## config.mk

```make
export PLATFORM = sky130hd
export DESIGN_NAME = acr_top
export DESIGN_NICKNAME = d
export VERILOG_FILES = /design/src/acr_pkg.sv /design/src/acr_top.sv
export SDC_FILE = /design/constraint.sdc
export NUM_CORES = 1
export LEC_CHECK = 0
export BUFFER_PORTS_ARGS = -buffer_cell sky130_fd_sc_hd__buf_2
export CAP_MARGIN = 20
export CORE_MARGIN = 8
export CORE_UTILIZATION = 59
export DETAILED_ROUTE_END_ITERATION = 10
export PLACE_DENSITY = 0.88
export SLEW_MARGIN = 30
export SYNTH_ARGS = -nofsm -noshare
export SYNTH_HDL_FRONTEND = slang
export SYNTH_SLANG_ARGS = --single-unit
```

## constraint.sdc

```tcl
create_clock -name sys_clk -period 3.2 [get_ports sys_clk]
set_clock_uncertainty 0.2 [all_clocks]
set_input_delay 0.64 -clock sys_clk [delete_from_list [all_inputs] [get_ports sys_clk]]
set_output_delay 0.64 -clock sys_clk [all_outputs]
set_load 0.02 [all_outputs]
```

## src/acr_pkg.sv

```systemverilog
/*
 * Package for the converter control and result register block.
 * Holds register offsets, field positions, reset values and clock codes.
 * Assumes a single 125 MHz system clock.
 */
`default_nettype none
package acr_pkg;
    // Register indices on the plain register port
    localparam logic [2:0] ADDR_CTRL0     = 3'h0;
    localparam logic [2:0] ADDR_CTRL1     = 3'h1;
    localparam logic [2:0] ADDR_RES_HIGH  = 3'h2;
    localparam logic [2:0] ADDR_RES_LOW   = 3'h3;
    localparam logic [2:0] ADDR_IRQ_STAT  = 3'h4;
    localparam logic [2:0] ADDR_IRQ_MASK  = 3'h5;
    // First control register fields
    localparam int         BIT_JUSTIFY    = 7;
    localparam int         BIT_REFSEL     = 6;
    localparam int         BIT_CHAN_HI    = 4;
    localparam int         BIT_CHAN_LO    = 2;
    localparam int         BIT_START      = 1;
    localparam int         BIT_ENABLE     = 0;
    // Second control register field
    localparam int         BIT_CLK_HI     = 6;
    localparam int         BIT_CLK_LO     = 4;
    // Reset values
    localparam logic [7:0] CTRL0_RESET    = 8'h00;
    localparam logic [2:0] CLKSEL_RESET   = 3'h0;
    // Conversion timing in conversion clock periods
    localparam logic [3:0] CONV_PERIODS   = 4'hb;
    localparam logic [3:0] ABORT_PERIODS  = 4'h2;
    // Internal RC clock: 500 kHz period in ns, cycles of the 125 MHz clock
    localparam int         SYS_PERIOD_NS  = 8;
    localparam int         RC_PERIOD_NS   = 2000;
    localparam int         RC_DIV         = RC_PERIOD_NS / SYS_PERIOD_NS;
    // Conversion clock codes
    localparam logic [2:0] CLK_DIV2       = 3'h0;
    localparam logic [2:0] CLK_DIV4       = 3'h4;
    localparam logic [2:0] CLK_DIV8       = 3'h1;
    localparam logic [2:0] CLK_DIV16      = 3'h5;
    localparam logic [2:0] CLK_DIV32      = 3'h2;
    localparam logic [2:0] CLK_DIV64      = 3'h6;
    // Interrupt status bit of conversion done
    localparam int         IRQ_DONE_BIT   = 0;
    // Conversion states
    typedef enum logic [2:0] {
        ST_IDLE  = 3'b001,
        ST_CONV  = 3'b010,
        ST_ABORT = 3'b100
    } acr_state_t;
endpackage : acr_pkg
`default_nettype wire

```

## src/acr_top.sv

```systemverilog
/*
 * Control and result registers of a 10-bit successive approximation
 * converter: control bits, clock divider, conversion sequencer, result
 * justification and a done interrupt.
 * Assumes a register master on sys_clk and an analog front end that
 * returns sample bits serially, one per conversion clock period.
 * Result bytes have no reset and read undefined until first loaded.
 */
// Local design decisions: strobed register access and the register offsets.
`timescale 1ns/1ns
`default_nettype none

// What this block and its software do
// RULE1: Justify bit 7: 1 right, 0 left
// RULE2: Reference bit 6: 1 external pin, 0 supply
// RULE3: Channel field bits 4-2 picks input n
// RULE4: Start bit set starts, hardware clears at end
// RULE5: Enable bit 0 powers converter
// RULE6: Clock field bits 6-4 selects divider or RC
// RULE7: Left format: high 9-2, low 1-0 top
// RULE8: Right format: high 9-8 low, low 7-0
// RULE9: Unimplemented control bits read as zero
// RULE10: Software waits acquisition time before start
// RULE11: Hold capacitor never discharged between conversions
// RULE12: Software ignores reserved result bits
// RULE13: Completion clears start, sets flag, loads result
// RULE14: Abort keeps result, two-period delay, reacquire
// RULE15: Conversion lasts eleven conversion clock periods
// RULE16: Done flag always set, software clears only
// RULE17: Result registers not cleared by reset
// RULE18: Start ignored while converter disabled
module acr_top (
    // Clock and reset
    input  wire logic       sys_clk,
    input  wire logic       rstn,
    // Register port
    input  wire logic [2:0] reg_addr,
    input  wire logic [7:0] reg_wdata,
    input  wire logic       reg_write,
    input  wire logic       reg_read,
    output logic      [7:0] reg_rdata,
    // Analog front end
    input  wire logic       cmp_in,
    output logic            analog_on,
    output logic            ref_external,
    output logic      [2:0] channel,
    output logic            sample_hold,
    output logic            conv_tick,
    // Interrupt
    output logic            irq
);
    // Control state
    logic       justify_select;       // 1 right justified
    logic       reference_select;     // 1 external reference
    logic [2:0] channel_select;       // Input channel
    logic       converter_enable;     // Converter on
    logic       start_busy;           // Start and busy bit
    logic [2:0] conv_clock_select;    // Conversion clock code
    logic [7:0] result_high;          // Result high byte
    logic [7:0] result_low;           // Result low byte
    logic       conversion_done_flag; // Sticky done status
    logic       done_mask;            // Done interrupt enable
    acr_pkg::acr_state_t state;       // Sequencer state
    logic [3:0] period_cnt;           // Conversion periods counted
    logic [9:0] sar;                  // Bits collected so far
    logic [7:0] div_cnt;              // Prescaler counter
    logic       cmp_meta;             // Comparator sync first stage
    logic       cmp_sync;             // Comparator sync second stage

    // Register decode
    wire wr_ctrl0 = reg_write && reg_addr == acr_pkg::ADDR_CTRL0;
    wire wr_ctrl1 = reg_write && reg_addr == acr_pkg::ADDR_CTRL1;
    wire wr_high  = reg_write && reg_addr == acr_pkg::ADDR_RES_HIGH;
    wire wr_low   = reg_write && reg_addr == acr_pkg::ADDR_RES_LOW;
    wire wr_stat  = reg_write && reg_addr == acr_pkg::ADDR_IRQ_STAT;
    wire wr_mask  = reg_write && reg_addr == acr_pkg::ADDR_IRQ_MASK;
    wire wr_start = wr_ctrl0 && reg_wdata[acr_pkg::BIT_START];
    wire wr_en    = wr_ctrl0 && reg_wdata[acr_pkg::BIT_ENABLE];

    // Divider terminal count per clock code; codes x11 fall to the
    // default arm, the RC clock modelled as a fixed divider so the
    // sequencer sees one kind of tick
    logic [7:0] div_last;
    always_comb
    begin
        unique case (conv_clock_select)
            acr_pkg::CLK_DIV2:  div_last = 8'd1;                // [RULE6]
            acr_pkg::CLK_DIV4:  div_last = 8'd3;
            acr_pkg::CLK_DIV8:  div_last = 8'd7;
            acr_pkg::CLK_DIV16: div_last = 8'd15;
            acr_pkg::CLK_DIV32: div_last = 8'd31;
            acr_pkg::CLK_DIV64: div_last = 8'd63;
            default:            div_last = 8'(acr_pkg::RC_DIV - 1);
        endcase
    end
    wire tick = div_cnt >= div_last;

    // Sequencer events
    wire in_idle   = state == acr_pkg::ST_IDLE;
    wire in_conv   = state == acr_pkg::ST_CONV;
    wire in_abort  = state == acr_pkg::ST_ABORT;
    // Start is taken only from idle with the converter already on; a
    // start during the abort delay or with enable low is dropped
    wire go        = in_idle && wr_start && converter_enable;   // [RULE18]
    // Clearing start or enable in flight abandons the conversion
    wire sw_abort  = in_conv && wr_ctrl0 && !reg_wdata[acr_pkg::BIT_START];
    wire off_abort = in_conv && !converter_enable;
    wire last_tick = in_conv && tick
                     && period_cnt == acr_pkg::CONV_PERIODS - 4'd1;
    wire finish    = last_tick && !sw_abort && !off_abort;      // [RULE15]
    // Last bit comes straight from the synchroniser
    wire [9:0] final_value = {sar[8:0], cmp_sync};

    // Justified result bytes
    wire [7:0] next_high = justify_select
        ? {6'h00, final_value[9:8]}                             // [RULE8]
        : final_value[9:2];                                     // [RULE7]
    wire [7:0] next_low  = justify_select
        ? final_value[7:0]                                      // [RULE8]
        : {final_value[1:0], 6'h00};                            // [RULE7]

    // Comparator synchroniser
    always_ff @(posedge sys_clk or negedge rstn)
    begin
        if (!rstn)
        begin
            cmp_meta <= 1'b0;
            cmp_sync <= 1'b0;
        end
        else
        begin
            // Only the second stage is read by logic
            cmp_meta <= cmp_in;
            cmp_sync <= cmp_meta;
        end
    end

    // Conversion clock prescaler, restarts at each start
    // Free running otherwise, so an abort delay may start mid-period
    always_ff @(posedge sys_clk or negedge rstn)
    begin
        if (!rstn)
            div_cnt <= 8'h00;
        else if (go || tick)
            div_cnt <= 8'h00;
        else
            div_cnt <= div_cnt + 8'd1;
    end

    // Sequencer state
    always_ff @(posedge sys_clk or negedge rstn)
    begin
        if (!rstn)
            state <= acr_pkg::ST_IDLE;
        else
        begin
            unique case (state)
                acr_pkg::ST_IDLE:
                    if (go)
                        state <= acr_pkg::ST_CONV;              // [RULE4]
                // Abort wins over a finish in the same cycle
                acr_pkg::ST_CONV:
                    if (sw_abort || off_abort)
                        state <= acr_pkg::ST_ABORT;             // [RULE14]
                    else if (finish)
                        state <= acr_pkg::ST_IDLE;
                // New starts held off for two conversion periods
                acr_pkg::ST_ABORT:
                    if (tick && period_cnt == acr_pkg::ABORT_PERIODS - 4'd1)
                        state <= acr_pkg::ST_IDLE;              // [RULE14]
                default:
                    state <= acr_pkg::ST_IDLE;
            endcase
        end
    end

    // Period counter, shared by conversion and abort delay
    always_ff @(posedge sys_clk or negedge rstn)
    begin
        if (!rstn)
            period_cnt <= 4'h0;
        else if (go || sw_abort || off_abort)
            period_cnt <= 4'h0;
        // Counts only while converting or in the abort delay
        else if (tick && (in_conv || in_abort))
            period_cnt <= period_cnt + 4'd1;                    // [RULE15]
    end

    // Successive approximation bits, first period is sampling
    // Period zero is the acquisition, so nothing shifts there
    always_ff @(posedge sys_clk or negedge rstn)
    begin
        if (!rstn)
            sar <= 10'h000;
        else if (go)
            sar <= 10'h000;
        else if (in_conv && tick && period_cnt != 4'h0)
            sar <= {sar[8:0], cmp_sync};
    end

    // First control register
    always_ff @(posedge sys_clk or negedge rstn)
    begin
        if (!rstn)
        begin
            justify_select   <= acr_pkg::CTRL0_RESET[acr_pkg::BIT_JUSTIFY];
            reference_select <= acr_pkg::CTRL0_RESET[acr_pkg::BIT_REFSEL];
            channel_select   <= acr_pkg::CTRL0_RESET[acr_pkg::BIT_CHAN_HI:
                                                     acr_pkg::BIT_CHAN_LO];
            converter_enable <= acr_pkg::CTRL0_RESET[acr_pkg::BIT_ENABLE];
        end
        else if (wr_ctrl0)
        begin
            justify_select   <= reg_wdata[acr_pkg::BIT_JUSTIFY];  // [RULE1]
            reference_select <= reg_wdata[acr_pkg::BIT_REFSEL];   // [RULE2]
            channel_select   <= reg_wdata[acr_pkg::BIT_CHAN_HI:
                                          acr_pkg::BIT_CHAN_LO];  // [RULE3]
            converter_enable <= reg_wdata[acr_pkg::BIT_ENABLE];   // [RULE5]
        end
    end

    // Start and busy bit: set by accepted start, cleared at end or abort
    // A start while busy, aborting or disabled leaves it untouched
    always_ff @(posedge sys_clk or negedge rstn)
    begin
        if (!rstn)
            start_busy <= 1'b0;
        else if (go)
            start_busy <= 1'b1;                                 // [RULE4]
        else if (finish || sw_abort || off_abort)
            start_busy <= 1'b0;                                 // [RULE13]
    end

    // Second control register
    always_ff @(posedge sys_clk or negedge rstn)
    begin
        if (!rstn)
            conv_clock_select <= acr_pkg::CLKSEL_RESET;
        else if (wr_ctrl1)
            conv_clock_select <= reg_wdata[acr_pkg::BIT_CLK_HI:
                                           acr_pkg::BIT_CLK_LO]; // [RULE6]
    end

    // Result pair: no reset, loaded only on completion or software write
    // A software write in the completion cycle is dropped
    always_ff @(posedge sys_clk)                                // [RULE17]
    begin
        if (finish)
        begin
            result_high <= next_high;                           // [RULE13]
            result_low  <= next_low;
        end
        else
        begin
            if (wr_high)
                result_high <= reg_wdata;
            if (wr_low)
                result_low <= reg_wdata;
        end
    end

    // Done flag and mask; set wins over write-one-to-clear
    // The mask gates only the output, never the flag
    always_ff @(posedge sys_clk or negedge rstn)
    begin
        if (!rstn)
        begin
            conversion_done_flag <= 1'b0;
            done_mask            <= 1'b0;
        end
        else
        begin
            if (finish)
                conversion_done_flag <= 1'b1;                   // [RULE16]
            else if (wr_stat && reg_wdata[acr_pkg::IRQ_DONE_BIT])
                conversion_done_flag <= 1'b0;
            if (wr_mask)
                done_mask <= reg_wdata[acr_pkg::IRQ_DONE_BIT];
        end
    end

    // Read data selection
    // Unmapped indices and reserved positions read as zero
    logic [7:0] next_rdata;
    always_comb
    begin
        next_rdata = 8'h00;
        unique case (reg_addr)
            acr_pkg::ADDR_CTRL0:
                next_rdata = {justify_select, reference_select, 1'b0,
                              channel_select, start_busy,
                              converter_enable};                // [RULE9]
            acr_pkg::ADDR_CTRL1:
                next_rdata = {1'b0, conv_clock_select, 4'h0};   // [RULE9]
            acr_pkg::ADDR_RES_HIGH: next_rdata = result_high;
            acr_pkg::ADDR_RES_LOW:  next_rdata = result_low;
            acr_pkg::ADDR_IRQ_STAT: next_rdata = {7'h00, conversion_done_flag};
            acr_pkg::ADDR_IRQ_MASK: next_rdata = {7'h00, done_mask};
            default:                next_rdata = 8'h00;
        endcase
    end

    // Registered read data, valid the cycle after the strobe
    // Zero outside the answer cycle keeps the port quiet
    always_ff @(posedge sys_clk or negedge rstn)
    begin
        if (!rstn)
            reg_rdata <= 8'h00;
        else if (reg_read)
            reg_rdata <= next_rdata;
        else
            reg_rdata <= 8'h00;
    end

    // Registered front end controls and interrupt
    // Every pin-side output comes straight from a flip-flop
    always_ff @(posedge sys_clk or negedge rstn)
    begin
        if (!rstn)
        begin
            analog_on    <= 1'b0;
            ref_external <= 1'b0;
            channel      <= 3'h0;
            sample_hold  <= 1'b0;
            conv_tick    <= 1'b0;
            irq          <= 1'b0;
        end
        else
        begin
            analog_on    <= converter_enable || wr_en;          // [RULE5]
            ref_external <= reference_select;                   // [RULE2]
            channel      <= channel_select;                     // [RULE3]
            // Hold only during conversion; never a discharge pulse
            sample_hold  <= (in_conv || go) && !finish
                            && !sw_abort && !off_abort;         // [RULE11]
            conv_tick    <= in_conv && tick;
            // Finish folded in so irq rises with the flag
            irq          <= (conversion_done_flag || finish) && done_mask;
        end
    end
endmodule : acr_top

`default_nettype wire

```

Word-level counts from Yosys, hierarchy flattened

Cells that the tools add are included.

Multiplexer cells: 23
Equality and inequality tests: 18
Reduce and logical (&&, ||, !) cells: 50
Add/sub/neg operators: 2
Magnitude comparators: 1

Operator list:

| kind                  | number |
|---|---|
| $pmux W8 S6           | 2 |
| $mux W8               | 8 |
| $logic_and A1 B1 Y1   | 25 |
| $eq A3 B3 Y1 const B  | 6 |
| $mux W9               | 2 |
| $eq A3 B2 Y1 const B  | 4 |
| $mux W3               | 4 |
| $reduce_bool A2 Y1    | 6 |
| $logic_or A1 B1 Y1    | 10 |
| $eq A3 B1 Y1 const B  | 3 |
| $pmux W3 S3           | 1 |
| $add A8 B1 Y8 const B | 1 |
| $ge A8 B8 Y1          | 1 |
| $mux W4               | 2 |
| $logic_not A3 Y1      | 2 |
| $logic_not A1 Y1      | 5 |
| $add A4 B1 Y4 const B | 1 |
| $eq A4 B1 Y1 const B  | 1 |
| $eq A4 B4 Y1 const B  | 1 |
| $mux W1               | 4 |
| $ne A2 B1 Y1 const B  | 2 |
| $reduce_bool A4 Y1    | 1 |
| $ne A3 B1 Y1 const B  | 1 |
| $reduce_and A3 Y1     | 1 |

Input bits: 16
Output and inout bits: 16
Register bits after elaboration: 70

Logic depth before layout (Yosys ltp)

Word-level depth: 11
Depth in mapped cells: 10
Mapped depth without buffers: 8

Worst setup path after synthesis

No wires, ideal clock.

Kind: input-to-reg
Start: input port reg_write
End: register result_high[0] (enable)
Cell stages on the path: 9
Setup slack: 333 ps
Path buffers: 4
Arrival: 2293 ps
Cell sequence: or4b_1 buf_2 o22ai_2 or3_1 buf_6 or2_1 buf_6 buf_8 o21ai_1

Cells in the longest elaborated chain, start to end: 7
Elaborated cells between the ends (all ways): 8
Those cells by class: 8 x reduce/logical

RTL lines:

| item                                  | RTL line       | RTL |
|---|---|---|
| from (decl)                           | acr_top.sv:39  | `input wire logic reg_write,` |
| $logic_and A1 B1 Y1                   | acr_top.sv:71  | `wire wr_ctrl0 = reg_write && reg_addr == acr_pkg::ADDR_CTRL0;` |
| $logic_and A1 B1 Y1 (2 in series)     | acr_top.sv:106 | `wire sw_abort = in_conv && wr_ctrl0 && !reg_wdata[acr_pkg::BIT_START];` |
| $logic_not A1 Y1                      | acr_top.sv:110 | `wire finish = last_tick && !sw_abort && !off_abort;` |
| $logic_and A1 B1 Y1 (2 in series)     | acr_top.sv:110 |  |
| $reduce_bool A2 Y1 (no source line) * | -              |  |
| to (signal assigned)                  | acr_top.sv:250 | `result_high <= next_high;` |
| to (signal assigned)                  | acr_top.sv:256 | `result_high <= reg_wdata;` |
| to (decl)                             | acr_top.sv:59  | `logic [7:0] result_high;` |

Every way passes the cells marked *; elsewhere a longest branch is shown, timed or not.
A chain may end at the register's enable or synchronous reset.

Worst setup path after layout

Start: register conv_clock_select[0]
End: register sar[4]

Cells in the longest elaborated chain, start to end: 6
Elaborated cells between the ends (all ways): 11
Those cells by class: 1 x order compare; 5 x eq/ne; 1 x mux; 4 x reduce/logical

RTL lines:

| item                                       | RTL line       | RTL |
|---|---|---|
| from (decl)                                | acr_top.sv:58  | `logic [2:0] conv_clock_select;` |
| from (signal assigned)                     | acr_top.sv:238 | `conv_clock_select <= acr_pkg::CLKSEL_RESET;` |
| from (signal assigned)                     | acr_top.sv:240 | `conv_clock_select <= reg_wdata[acr_pkg::BIT_CLK_HI:` |
| $eq A3 B3 Y1, or another cell as far along | acr_top.sv:86  | `unique case (conv_clock_select)` |
| $pmux W8 S6 *                              | acr_top.sv:86  |  |
| $ge A8 B8 Y1 *                             | acr_top.sv:96  | `wire tick = div_cnt >= div_last;` |
| $logic_and A1 B1 Y1 * (2 in series)        | acr_top.sv:197 | `else if (in_conv && tick && period_cnt != 4'h0)` |
| $reduce_bool A2 Y1 (no source line) *      | -              |  |
| to (signal assigned)                       | acr_top.sv:198 | `sar <= {sar[8:0], cmp_sync};` |
| to (decl)                                  | acr_top.sv:65  | `logic [9:0] sar;` |

Marks and branches as above.

==> metrics.md <==
| Metric | Value |
|---|---|
| Final Non-Filler Cells | `~420` |
| Initial DRT Pass Iterations | `4` |
| VDD IR max | `between 0.3 and 0.4 mV` |
| Hold WS | `0.117 ns` |
| Longest Clk Path Bufs | `2` |
| Post-CTS setup buffers | `0` |
| Cts bufs inserted | `9` |
| Final Util | `just under 70%` |
| Power Total | `2.60 mW` |
| Hold_buf cts | `0` |
| RSZ-0062 raised after global routing | `no` |
| Post-cts sizing count | `0` |
| Vias post-DR | `approximately 2400` |
| Crit path capture type | `flip-flop` |
| Die W | `between 90 and 100 um` |
| Setup TNS | `0 ns` |
| H-tree lvl count | `3` |
| Number of global-route vias before repair | `approximately 2500` |
| Max-cap violations | `0` |
| Fin nets | `roughly 370` |
| DRT iter0 DRCs | `about 150` |
| Post-synthesis register bit count | `70` |
| Syn_nets | `333` |
| Die Ht | `~91 um` |
| Gate Count Post-Synth | `between 300 and 400` |
| Required time of the critical path | `around 3.3 ns` |
| CTS sink cnt | `70` |
| Final min period | `roughly 2.7 ns` |
| Antenna Cells | `0` |
| Initial antenna violation count | `0` |
| Tcrit/Tclk final | `roughly 86%` |
| Synthesized area | `between 3000 and 4000 um2` |
| Setup slack after layout | `about 0.45 ns` |
| Post-synth EDFFs | `16` |
| GRT Util Overall | `between 10% and 20%` |
| Antenna Nets Post-Route | `0` |
| Setup CP Type | `flip-flop to flip-flop` |
| Mean Syn Cell Area | `approximately 11 um2` |
| CTS Root Cell | `clkbuf_8` |
| Worst-path fanout max | `16` |
| Placed Instances | `around 400` |
| Fmax | `between 300 and 400 MHz` |
| Asr flop ratio synth | `between 70 and 80%` |
| WL/cell | `17.0 um` |
| Most frequent cells in the layout | `dfrtp_1 (53), nand2_1 (43), buf_2 (31), nor2_1 (24), o21ai_0 (18)` |
| Largest net degree at the start of global routing | `30` |
| Worst-skew pair later-pin latency | `0.34 ns` |
| Post-place setup slack | `about 0.45 ns` |
| Final setup fails | `0` |
| First-pass GRT wire length | `12200 um` |
| Layout cells sized above 1 | `about 22%` |
| HPWL Detailed | `between 5000 and 6000 um` |
| Core region area | `about 5500 um2` |
| Worst path arrival time | `about 2.8 ns` |
| TritonCTS clock tree | `built` |
| Final hold violation count | `0` |
| Drt drc | `0` |
| I/O pin count | `32` |
| HP Class | `primary input to asynchronous set/reset pin` |
| Placed instance area | `approximately 3600 um2` |
| Worst Tran Pin Value | `slightly below 0.7 ns` |
| Initial Util | `61.0%` |
| Status | `complete, no violations` |
| Commonest non-fill, non-tap cell in the layout | `dfrtp_1` |
| Row count | `27` |
| Yosys cell types | `45` |
| Fillers | `a little under 400` |
| DRT Wirelength | `slightly above 7000 um` |
| CP Launch Type | `flip-flop` |
| Area grow syn2layout | `13.7%` |
| Slew headroom | `between 50% and 60%` |
| Ys Warns | `0` |
| I/O Buffers | `31` |
| Slew Limit Fails | `0` |
| Pwr Density | `about 680 nW/um2` |
| Seq/Total Area, Yosys | `54.5%` |
| GRT overflow | `0` |
| Die area | `approximately 8400 um2` |
| Top_reg_cell synth | `dfrtp_1` |
| GP Congestion | `0.889` |
| LEAKAGE | `about 1.9 nW` |
| Via-to-Cell Ratio | `~5.8` |
| Final Cell Area | `between 3000 and 4000 um2` |
| Register clock-pin slew on the reported worst setup and hold paths | `about 0.08 ns` |
cells by family after synthesis:
family                   Yosys count  share of synthesized area (%)
AO/OA/AOI/OAI                     60                           11.8
adder cells (fa/ha/maj)           12                           4.47
flip-flops                        70                           54.5
multiplexers                      26                           8.82
AND/OR/NAND/NOR                  102                           14.2
XOR/XNOR                           9                           2.35
buffers and inverters             26                           3.76
report_power, final:
group | internal, mW | switching, mW
Combinational | 0.251 | 0.333
Clock | 0.441 | 0.345
Sequential | 1.07 | 0.159
Total | 1.76 | 0.838
critical path: stages (launching register included):
cell and delay [ns]:
dfrtp_1 0.46, or3_1 0.39, nand2_1 0.07, ha_1 0.22, a21oi_1 0.11, o21ai_0 0.11, a21oi_1 0.20, buf_4 0.22
a211o_1 0.43, mux2i_1 0.25
cell usage after synthesis (all sizes together), types with 2 or more instances:
cell	n	area, um2
dfrtp	53	1330
nand2	43	161
o21ai	27	161
nor2	24	90.1
edfxtp	16	480
mux2i	15	150
inv	14	52.6
ha	12	150
a21oi	10	50.1
mux2	9	101
a22oi	7	52.6
buf	7	55.1
nand3	7	35.0
nand2b	6	37.5
clkbuf	5	18.8
o31ai	5	37.5
xnor2	5	43.8
nor2b	4	25.0
or3	4	25.0
xor2	4	35.0
a21o	3	22.5
and2	3	18.8
and3	3	18.8
mux4	2	45.0
nand3b	2	15.0
or4b	2	20.0
worst paths after layout:
kind / start / to / slack [ns] / depth (start not counted)
worst min register to register: cmp_meta$_DFF_PN0_ / cmp_sync$_DFF_PN0_ / 0.15 / 0
max in group asynchronous: rstn / channel[2]$_DFF_PN0_ / 1.90 / 2
worst max register to register: conv_clock_select[0]$_DFFE_PN0P_ / sar[4]$_DFFE_PN0P_ / 0.45 / 9
worst min-delay path: rstn / div_cnt[7]$_DFF_PN0_ / 0.12 / 1
worst max-delay path: conv_clock_select[0]$_DFFE_PN0P_ / sar[4]$_DFFE_PN0P_ / 0.45 / 9
min in group sys_clk: cmp_meta$_DFF_PN0_ / cmp_sync$_DFF_PN0_ / 0.15 / 0
flip-flops by register name, indices dropped and copies added, names as in the netlist, 3 cells and up:
register           count
state                  3
period_cnt             4
result_high            8
reg_rdata              8
channel                3
conv_clock_select      3
div_cnt                8
result_low             8
channel_select         3
sar                    9
area by class of cell:
cell class                      count  area, um2  share of cell area, %
Sequential cell                    70       1830                   48.0
Multi-Input combinational cell    209       1400                   36.7
Timing Repair Buffer               40        223                   5.83
Clock buffer                        9        124                   3.24
Clock inverter                      7       97.6                   2.55
Tap cell                           72       90.1                   2.36
Inverter                           14       52.6                   1.38
layer usage:
metal | GRT usage, % | vias to the layer above | part of all wire (%)
li1 | - | 1141 | -
met1 | 21.8 | 1197 | 42
met2 | 30.1 | 76 | 48
met3 | 5.60 | 11 | 7.2
met4 | 8.32 | 0 | 2.2
met5 | 0 | - | 0
(Power assumes the default switching activity.)
